`config.mk`:
```
export PLATFORM = sky130hd
export DESIGN_NAME = ttm_monitor
export DESIGN_NICKNAME = d
export VERILOG_FILES = /design/src/ttm_pkg.sv /design/src/ttm_db_if.sv /design/src/ttm_debounce.sv /design/src/ttm_monitor.sv
export SDC_FILE = /design/constraint.sdc
export NUM_CORES = 1
export LEC_CHECK = 0
export ABC_AREA = 1
export ABC_CLOCK_PERIOD_IN_PS = 1610
export BUFFER_PORTS_ARGS = -buffer_cell sky130_fd_sc_hd__buf_2
export CORE_ASPECT_RATIO = 1.2
export CORE_MARGIN = 3
export CORE_UTILIZATION = 35
export CTS_BUF_LIST = sky130_fd_sc_hd__clkbuf_16
export CTS_CLUSTER_SIZE = 25
export DETAILED_ROUTE_END_ITERATION = 6
export PLACE_DENSITY = 0.55
export SETUP_SLACK_MARGIN = 0.05
export SYNTH_ARGS = -nofsm -noshare
export SYNTH_HDL_FRONTEND = slang
export SYNTH_SLANG_ARGS = --single-unit
```
`constraint.sdc`:
```
create_clock -name sys_clk -period 1.61 [get_ports sys_clk]
set_input_delay 0.2415 -clock sys_clk [delete_from_list [all_inputs] [get_ports sys_clk]]
set_output_delay 0.2415 -clock sys_clk [all_outputs]
set_load 0.01 [all_outputs]
```
`src/ttm_pkg.sv`:
```
package ttm_pkg;

    // ------------------------------------------------------------
    // widths and channel layout
    // ------------------------------------------------------------
    localparam int unsigned ADDR_W   = 8;
    localparam int unsigned DATA_W   = 8;
    localparam int unsigned NTHR     = 6;
    localparam int unsigned NCH      = 2 * NTHR + 2;
    localparam int unsigned CH_RISE  = 0;           // first rise comparator
    localparam int unsigned CH_REL   = NTHR;        // first release comparator
    localparam int unsigned CH_SDT   = 2 * NTHR;    // shutdown trip
    localparam int unsigned CH_SDR   = 2 * NTHR + 1; // shutdown release

    // ------------------------------------------------------------
    // register offsets
    // ------------------------------------------------------------
    localparam logic [7:0] OFS_FLAG   = 8'h00;
    localparam logic [7:0] OFS_MASK   = 8'h01;
    localparam logic [7:0] OFS_SENSE  = 8'h02;
    localparam logic [7:0] OFS_CTRL   = 8'h03;
    localparam logic [7:0] OFS_STATUS = 8'h04;

    // ------------------------------------------------------------
    // field positions and reset values
    // ------------------------------------------------------------
    localparam int unsigned SD_BIT     = 6;  // shutdown bit in flag/mask/sense
    localparam int unsigned CTRL_EN    = 0;
    localparam int unsigned CTRL_AON   = 1;
    localparam int unsigned STAT_ON    = 0;
    localparam int unsigned STAT_SMPL  = 1;
    localparam logic [6:0] FLAG_RST    = 7'h00;
    localparam logic [6:0] MASK_RST    = 7'h7F;
    localparam logic       EN_RST      = 1'b1;
    localparam logic       AON_RST     = 1'b1;

    // ------------------------------------------------------------
    // timing
    // ------------------------------------------------------------
    localparam int unsigned CLK_MHZ        = 125;
    localparam int unsigned DB_TIME_US     = 10;
    localparam int unsigned SMPL_WIN_US    = 450;
    localparam int unsigned SMPL_INT_US    = 3000; // 3.0 ms
    localparam int unsigned DB_CYC         = DB_TIME_US * CLK_MHZ;
    localparam int unsigned WIN_CYC_DEF    = SMPL_WIN_US * CLK_MHZ;
    localparam int unsigned INT_CYC_DEF    = SMPL_INT_US * CLK_MHZ;
    localparam int unsigned DB_CNT_W       = $clog2(DB_CYC + 1);
    localparam int unsigned PER_W          = $clog2(INT_CYC_DEF + 1);

    // ------------------------------------------------------------
    // monitor power modes
    // ------------------------------------------------------------
    typedef enum logic [1:0] {
        MON_OFF,
        MON_AON,
        MON_SMPL
    } ttm_mode_t;

endpackage

```
`src/ttm_db_if.sv`:
```
`timescale 1ns/1ps
interface ttm_db_if;
    logic [ttm_pkg::NCH-1:0] raw;
    logic [ttm_pkg::NCH-1:0] clean;
    logic                    run;

    modport src (output raw, output run, input clean);
    modport deb (input raw, input run, output clean);
endinterface

```
`src/ttm_debounce.sv`:
```
`timescale 1ns/1ps
module ttm_debounce (
    input  wire logic sys_clk,
    input  wire logic rst,
    ttm_db_if.deb     db
);

    // ------------------------------------------------------------
    // per channel debounce counters
    // ------------------------------------------------------------
    logic [ttm_pkg::DB_CNT_W-1:0] cnt_r   [ttm_pkg::NCH];
    logic [ttm_pkg::DB_CNT_W-1:0] cnt_nxt [ttm_pkg::NCH];
    logic [ttm_pkg::NCH-1:0]      clean_r;
    logic [ttm_pkg::NCH-1:0]      clean_nxt;

    localparam logic [ttm_pkg::DB_CNT_W-1:0] DB_LAST =
        ttm_pkg::DB_CNT_W'(ttm_pkg::DB_CYC - 1);

    // both edges must persist the full time before clean follows
    always_comb begin
        clean_nxt = clean_r;
        for (int i = 0; i < ttm_pkg::NCH; i++) begin
            cnt_nxt[i] = cnt_r[i];
            if (!db.run) begin
                cnt_nxt[i] = '0;   // unpowered comparators are not trusted
            end else if (db.raw[i] == clean_r[i]) begin
                cnt_nxt[i] = '0;
            end else if (cnt_r[i] == DB_LAST) begin
                cnt_nxt[i]   = '0;
                clean_nxt[i] = db.raw[i];
            end else begin
                cnt_nxt[i] = cnt_r[i] + 1'b1;
            end
        end
    end

    // registers only
    always_ff @(posedge sys_clk) begin
        if (rst) begin
            clean_r <= '0;
            for (int i = 0; i < ttm_pkg::NCH; i++) begin
                cnt_r[i] <= '0;
            end
        end else begin
            clean_r <= clean_nxt;
            for (int i = 0; i < ttm_pkg::NCH; i++) begin
                cnt_r[i] <= cnt_nxt[i];
            end
        end
    end

    assign db.clean = clean_r;

endmodule

```
`src/ttm_monitor.sv`:
```
`timescale 1ns/1ps
// Summary of operation
// - rising past a threshold sets its flag
// - six thresholds: flag, sense and mask each
// - sense releases below threshold hysteresis or when enable is low
// - shutdown trips, held until hysteresis release
// - enable bit low keeps monitor powered off
// - run with always-on keeps monitor powered
// - otherwise 450 us window every 3.0 ms
// - standby forces sampling whenever enabled
// - comparators debounced 10 us both directions
// - only centre die sensor feeds this logic
module ttm_monitor #(
    parameter int unsigned WIN_CYC = ttm_pkg::WIN_CYC_DEF,
    parameter int unsigned INT_CYC = ttm_pkg::INT_CYC_DEF
) (
    input  wire logic                        sys_clk,
    input  wire logic                        rst,
    input  wire logic                        run_state,
    input  wire logic [ttm_pkg::NTHR-1:0]    cmp_rise,
    input  wire logic [ttm_pkg::NTHR-1:0]    cmp_release,
    input  wire logic                        cmp_sd_trip,
    input  wire logic                        cmp_sd_release,
    input  wire logic [ttm_pkg::ADDR_W-1:0]  reg_addr,
    input  wire logic [ttm_pkg::DATA_W-1:0]  reg_wdata,
    input  wire logic                        reg_wr,
    input  wire logic                        reg_rd,
    output logic      [ttm_pkg::DATA_W-1:0]  reg_rdata,
    output logic                             monitor_power,
    output logic                             thermal_shutdown,
    output logic                             thermal_irq
);

    // ------------------------------------------------------------
    // helpers
    // ------------------------------------------------------------

    // hardware set beats a software clear in the same cycle
    function automatic logic [6:0] sticky_next(
        input logic [6:0] cur,
        input logic [6:0] set,
        input logic [6:0] clr
    );
        sticky_next = (cur & ~clr) | set;
    endfunction

    // write strobe decode for one register
    function automatic logic wr_hit(
        input logic                       wr,
        input logic [ttm_pkg::ADDR_W-1:0] addr,
        input logic [ttm_pkg::ADDR_W-1:0] ofs
    );
        wr_hit = wr && (addr == ofs);
    endfunction

    localparam logic [ttm_pkg::PER_W-1:0] WIN_LEN =
        ttm_pkg::PER_W'(WIN_CYC);
    localparam logic [ttm_pkg::PER_W-1:0] PER_LAST =
        ttm_pkg::PER_W'(INT_CYC - 1);

    // ------------------------------------------------------------
    // comparator synchronisers
    // ------------------------------------------------------------
    logic [ttm_pkg::NCH-1:0] cmp_raw;
    logic [ttm_pkg::NCH-1:0] cmp_meta_r;
    logic [ttm_pkg::NCH-1:0] cmp_sync_r;

    // all inputs come from the centre die sensor only
    assign cmp_raw = {cmp_sd_release, cmp_sd_trip,
                      cmp_release, cmp_rise};

    // analog comparators toggle asynchronously to sys_clk
    always_ff @(posedge sys_clk) begin
        if (rst) begin
            cmp_meta_r <= '0;
            cmp_sync_r <= '0;
        end else begin
            cmp_meta_r <= cmp_raw;
            cmp_sync_r <= cmp_meta_r;
        end
    end

    // ------------------------------------------------------------
    // control register state
    // ------------------------------------------------------------
    logic       mon_en_r;
    logic       mon_en_nxt;
    logic       mon_aon_r;
    logic       mon_aon_nxt;
    logic [6:0] mask_r;
    logic [6:0] mask_nxt;

    // plain read-write control bits
    always_comb begin
        mon_en_nxt  = mon_en_r;
        mon_aon_nxt = mon_aon_r;
        mask_nxt    = mask_r;
        if (wr_hit(reg_wr, reg_addr, ttm_pkg::OFS_CTRL)) begin
            mon_en_nxt  = reg_wdata[ttm_pkg::CTRL_EN];
            mon_aon_nxt = reg_wdata[ttm_pkg::CTRL_AON];
        end
        if (wr_hit(reg_wr, reg_addr, ttm_pkg::OFS_MASK)) begin
            mask_nxt = reg_wdata[6:0];
        end
    end

    always_ff @(posedge sys_clk) begin
        if (rst) begin
            mon_en_r  <= ttm_pkg::EN_RST;
            mon_aon_r <= ttm_pkg::AON_RST;
            mask_r    <= ttm_pkg::MASK_RST;
        end else begin
            mon_en_r  <= mon_en_nxt;
            mon_aon_r <= mon_aon_nxt;
            mask_r    <= mask_nxt;
        end
    end

    // ------------------------------------------------------------
    // monitor power sequencing
    // ------------------------------------------------------------
    ttm_pkg::ttm_mode_t          mode_r;
    ttm_pkg::ttm_mode_t          mode_nxt;
    logic [ttm_pkg::PER_W-1:0]   per_r;
    logic [ttm_pkg::PER_W-1:0]   per_nxt;
    logic                        power_nxt;
    logic                        power_r;

    // mode choice, then the burst timer for sampling mode
    always_comb begin
        if (!mon_en_r) begin
            mode_nxt = ttm_pkg::MON_OFF;
        end else if (run_state && mon_aon_r) begin
            mode_nxt = ttm_pkg::MON_AON;
        end else begin
            mode_nxt = ttm_pkg::MON_SMPL;
        end
        per_nxt = '0;
        if (mode_nxt == ttm_pkg::MON_SMPL &&
            mode_r == ttm_pkg::MON_SMPL) begin
            // new bursts begin with a fresh window on mode entry
            per_nxt = (per_r == PER_LAST) ? '0 : per_r + 1'b1;
        end
        unique case (mode_nxt)
            ttm_pkg::MON_OFF:  power_nxt = 1'b0;
            ttm_pkg::MON_AON:  power_nxt = 1'b1;
            ttm_pkg::MON_SMPL: power_nxt = (per_nxt < WIN_LEN);
            default:           power_nxt = 1'b0;
        endcase
    end

    always_ff @(posedge sys_clk) begin
        if (rst) begin
            mode_r  <= ttm_pkg::MON_OFF;
            per_r   <= '0;
            power_r <= 1'b0;
        end else begin
            mode_r  <= mode_nxt;
            per_r   <= per_nxt;
            power_r <= power_nxt;
        end
    end

    assign monitor_power = power_r;

    // ------------------------------------------------------------
    // debouncing
    // ------------------------------------------------------------
    ttm_db_if db_bus ();

    assign db_bus.raw = cmp_sync_r;
    // comparators only count while the monitor is powered
    assign db_bus.run = power_r;

    ttm_debounce u_debounce (
        .sys_clk (sys_clk),
        .rst     (rst),
        .db      (db_bus.deb)
    );

    // ------------------------------------------------------------
    // sense with hysteresis, shutdown latch
    // ------------------------------------------------------------
    logic [ttm_pkg::NTHR-1:0] rise_c;
    logic [ttm_pkg::NTHR-1:0] rel_c;
    logic [ttm_pkg::NTHR-1:0] sense_r;
    logic [ttm_pkg::NTHR-1:0] sense_nxt;
    logic                     sd_r;
    logic                     sd_nxt;

    assign rise_c = db_bus.clean[ttm_pkg::CH_RISE +: ttm_pkg::NTHR];
    assign rel_c  = db_bus.clean[ttm_pkg::CH_REL +: ttm_pkg::NTHR];

    // the release comparator sits 5 C below each threshold
    always_comb begin
        sense_nxt = sense_r;
        for (int i = 0; i < ttm_pkg::NTHR; i++) begin
            if (!mon_en_r) begin
                sense_nxt[i] = 1'b0;
            end else if (rise_c[i]) begin
                sense_nxt[i] = 1'b1;
            end else if (!rel_c[i]) begin
                sense_nxt[i] = 1'b0;
            end
        end
        // restart stays blocked until cooled 15 C below trip
        sd_nxt = sd_r;
        if (db_bus.clean[ttm_pkg::CH_SDT]) begin
            sd_nxt = 1'b1;
        end else if (!db_bus.clean[ttm_pkg::CH_SDR]) begin
            sd_nxt = 1'b0;
        end
    end

    always_ff @(posedge sys_clk) begin
        if (rst) begin
            sense_r <= '0;
            sd_r    <= 1'b0;
        end else begin
            sense_r <= sense_nxt;
            sd_r    <= sd_nxt;
        end
    end

    assign thermal_shutdown = sd_r;

    // ------------------------------------------------------------
    // interrupt flags
    // ------------------------------------------------------------
    logic [6:0] flag_r;
    logic [6:0] flag_nxt;
    logic [6:0] flag_set;
    logic [6:0] flag_clr;
    logic       irq_r;
    logic       irq_nxt;

    // a flag sets on each new assertion of its sense bit
    always_comb begin
        flag_set = {sd_nxt & ~sd_r, sense_nxt & ~sense_r};
        flag_clr = '0;
        if (wr_hit(reg_wr, reg_addr, ttm_pkg::OFS_FLAG)) begin
            flag_clr = reg_wdata[6:0];
        end
        flag_nxt = sticky_next(flag_r, flag_set, flag_clr);
        irq_nxt  = |(flag_nxt & ~mask_nxt);
    end

    always_ff @(posedge sys_clk) begin
        if (rst) begin
            flag_r <= ttm_pkg::FLAG_RST;
            irq_r  <= 1'b0;
        end else begin
            flag_r <= flag_nxt;
            irq_r  <= irq_nxt;
        end
    end

    assign thermal_irq = irq_r;

    // ------------------------------------------------------------
    // register read port
    // ------------------------------------------------------------
    logic [ttm_pkg::DATA_W-1:0] rdata_r;
    logic [ttm_pkg::DATA_W-1:0] rdata_nxt;

    // data stand only in the cycle after the strobe
    always_comb begin
        rdata_nxt = '0;
        if (reg_rd) begin
            unique case (reg_addr)
                ttm_pkg::OFS_FLAG:   rdata_nxt = {1'b0, flag_r};
                ttm_pkg::OFS_MASK:   rdata_nxt = {1'b0, mask_r};
                ttm_pkg::OFS_SENSE:  rdata_nxt = {1'b0, sd_r, sense_r};
                ttm_pkg::OFS_CTRL: begin
                    rdata_nxt[ttm_pkg::CTRL_EN]  = mon_en_r;
                    rdata_nxt[ttm_pkg::CTRL_AON] = mon_aon_r;
                end
                ttm_pkg::OFS_STATUS: begin
                    rdata_nxt[ttm_pkg::STAT_ON]   = power_r;
                    rdata_nxt[ttm_pkg::STAT_SMPL] =
                        (mode_r == ttm_pkg::MON_SMPL);
                end
                default:             rdata_nxt = '0;  // unmapped reads 0
            endcase
        end
    end

    always_ff @(posedge sys_clk) begin
        if (rst) begin
            rdata_r <= '0;
        end else begin
            rdata_r <= rdata_nxt;
        end
    end

    assign reg_rdata = rdata_r;

endmodule

```
==> impl_metrics.ini <==
[status]
outcome = finished with violations
failed_checks = negative setup slack

[clock_network]
htreeDepth = 1
insertion_delay_ns = 0.53
cts_sinks = 249
cts.reportedPaths.clkPinSlew_ns = 0.06
cts_buffers = 28
cts_tree = yes
cts_root_buffer = clkbuf_16
clock_path_buffers = 3

[sta]
setup_viol_count_final = 1
skew_ns = 0.00848
hold_viol_final = 0
rsz0062_at_grt = true
fin_setup_tns_ns = -0.00792
fmax_ghz = 0.618
layout_min_cycle_time_ns = 1.62
setup_ws_ns = -0.00792
slew_viol_final = 0
period_share = 1.00

[worst_setup_path]
required_ns = 2.04
path_cells = ha_4 -> nand2_4 -> nor2_4 -> nand2_2 -> nor2_2 -> nand4_1 -> nand3_1 -> nand2_1 -> nor2_1 -> nand3_1 -> nand2_1 -> inv_1
start_kind = register
crit_arrival_ns = 2.05
crit_family = simple AND/OR/NAND/NOR gates
crit_type = reg2reg
worst-path-buf-inv = 1
critPathMaxFanout = 4
max_stage_delay_ns = 0.36
cp-end-kind = register
slowest_stage = dfxtp_4

[floorplanning]
num_rows = 69
start_util = 0.360
die_w_microns = 167
die_area_sq_um = 33100
dieHeight_microns = 199
io_pins = 46
core_area_sq_um = 30000

[final_layout]
area_growth_pct = 29.9
drive_gt1_frac = 0.228
final_cells = 2023
final_common_cell = dfxtp_1
nets = 1676
final_area_sq_um = 14100
mostFrequentLayoutCells = 219 x dfxtp_1, 204 x nor2_1, 201 x nand2_1

[placement]
gp_congestion = 0.863
dp_cells = 1920
dp_hpwl_microns = 16700
place_area_sq_um = 12000
portBuffers = 43

[power]
p_per_area_nw_per_um2 = 906
power_leakage_nw = 5.49
peakVddDrop_v = 0.000773

[synthesis]
synth_warnings = 0
synth_top_area_cell = dfxtp_1
synth_edf_count = 0
seq_area_frac_synth = 0.460
synth_fp_nets = 1499
syn-instance-count = 1435
ys_ff_latch = 249
synth_top_area_share = 0.460
syn_area_per_cell_sq_um = 7.55
syn_area_sq_um = 10800
async_flop_share = 0
ys.flop_type = dfxtp_1
synthTopCellsByArea = dfxtp_1 46%, nor2_1 8.0%, nand2_1 7.9%
synth_cell_type_count = 50

[global_route]
grt_overflow_total = 0
grt_max_degree = 56
antenna_found_initial = 2
grt_pass1_wl_microns = 40200
grt_use_total = 0.141
grt_pass1_vias = 8831

[detailed_routing]
vias = 9489
ant_nets = 0
detail_route.wirelength_microns = 24600
drtIter0Drc = 384
first_pass_iters = 5
drc = 0
viasPerCell = 4.69
routedWlPerCell_microns = 12.2

[run]
drv_cap = 0

[min_path]
hold_path.class = in2reg
power by group:
group	switching (mW)	internal, mW
clock	2.49	3.70
sequential	0.0281	6.19
combinational	0.191	0.147
total	2.71	10.0
cells by family after synthesis:
logic type / after synthesis / synth area share
AO/OA/AOI/OAI: 175 / 0.0913
XOR/XNOR: 28 / 0.0226
adder cells (fa/ha/maj): 29 / 0.0335
buffers and inverters: 226 / 0.0825
flip-flops: 249 / 0.460
other: 1 / 0.000346
AND/OR/NAND/NOR: 727 / 0.309
cell usage after synthesis (all sizes together), types with 7 or more instances:
library cell	instances
dfxtp	249
nor2	247
nand2	231
inv	199
a21oi	96
nor3	77
nand3	75
o21ai	36
nor3b	32
ha	29
nand4	29
buf	22
xor2	20
or2	15
nor4	11
a31oi	9
o21a	9
xnor2	8
o211ai	7
o21bai	7
layer usage:
metal | GRT usage | share of wire | up-vias
met4 | 0.0370 | 0.020 | 2
met5 | 0 | 0.00081 | -
met1 | 0.181 | 0.46 | 4331
met3 | 0.0248 | 0.035 | 43
li1 | - | - | 5013
met2 | 0.246 | 0.49 | 100
final cells by class:
class                      instances  area [sq um]
tap                              390           488
fill                            2966         16000
clock inverter                    21           169
clock buffer                      29           726
timing repair buffer             170          1310
inverter                         200           753
antenna                            1          2.50
multi-input combinational        963          5570
sequential                       249          5050
stage by stage:
step                      worst slack (ns)  hold WS (ns)  total power [mW]  utilization
final                             -0.00792        0.0159              12.8        0.468
after global routing                -0.178        0.0133              13.2        0.468
after floorplan                     0.0528         0.337              6.50            -
after CTS                          -0.0662       0.00294              12.9        0.442
after global placement              -0.152         0.396              6.65        0.401
after detailed placement            -0.132         0.399              6.65        0.401
repair_timing:
| item | 4_1_cts | 5_1_grt |
|---|---|---|
| setup endpoints to repair | 46 | 142 |
| buffers inserted | 6 | 24 |
| hold buffers | 19 | 0 |
| cloned | 0 | 4 |
| hold endpoints to repair | 20 | 0 |
| pin swaps | 13 | 61 |
| gates resized for setup | 33 | 158 |
registers in the layout, indices dropped and copies added, names as in the netlist, 2 cells and up:
signal	cells
mask_r	7
reg_rdata	7
u_debounce.db.clean	14
sense_r	6
flag_r	7
per_r	19
cmp_meta_r	14
mode_r	2
cmp_sync_r	14
u_debounce.cnt_r	154
worst reg2reg max path: stages (launching register included):
cell	delay, ns
dfxtp_4	0.36
ha_4	0.15
nand2_4	0.06
nor2_4	0.13
nand2_2	0.11
nor2_2	0.16
nand4_1	0.10
nand3_1	0.14
nand2_1	0.07
nor2_1	0.08
nand3_1	0.08
nand2_1	0.06
inv_1	0.03
final timing paths:
path / end / slack (ns) / start / cells after the start
max: monitor_power$_SDFF_PP0_ / -0.008 / per_r[0]$_SDFF_PP0_ / 12
min: mask_r[4]$_SDFF_PP1_ / 0.02 / reg_wdata[4] / 3
max reg2reg: monitor_power$_SDFF_PP0_ / -0.008 / per_r[0]$_SDFF_PP0_ / 12
min reg2reg: cmp_sync_r[13]$_SDFF_PP0_ / 0.41 / cmp_meta_r[13]$_SDFF_PP0_ / 2
Power figures use the tool's default switching activity.
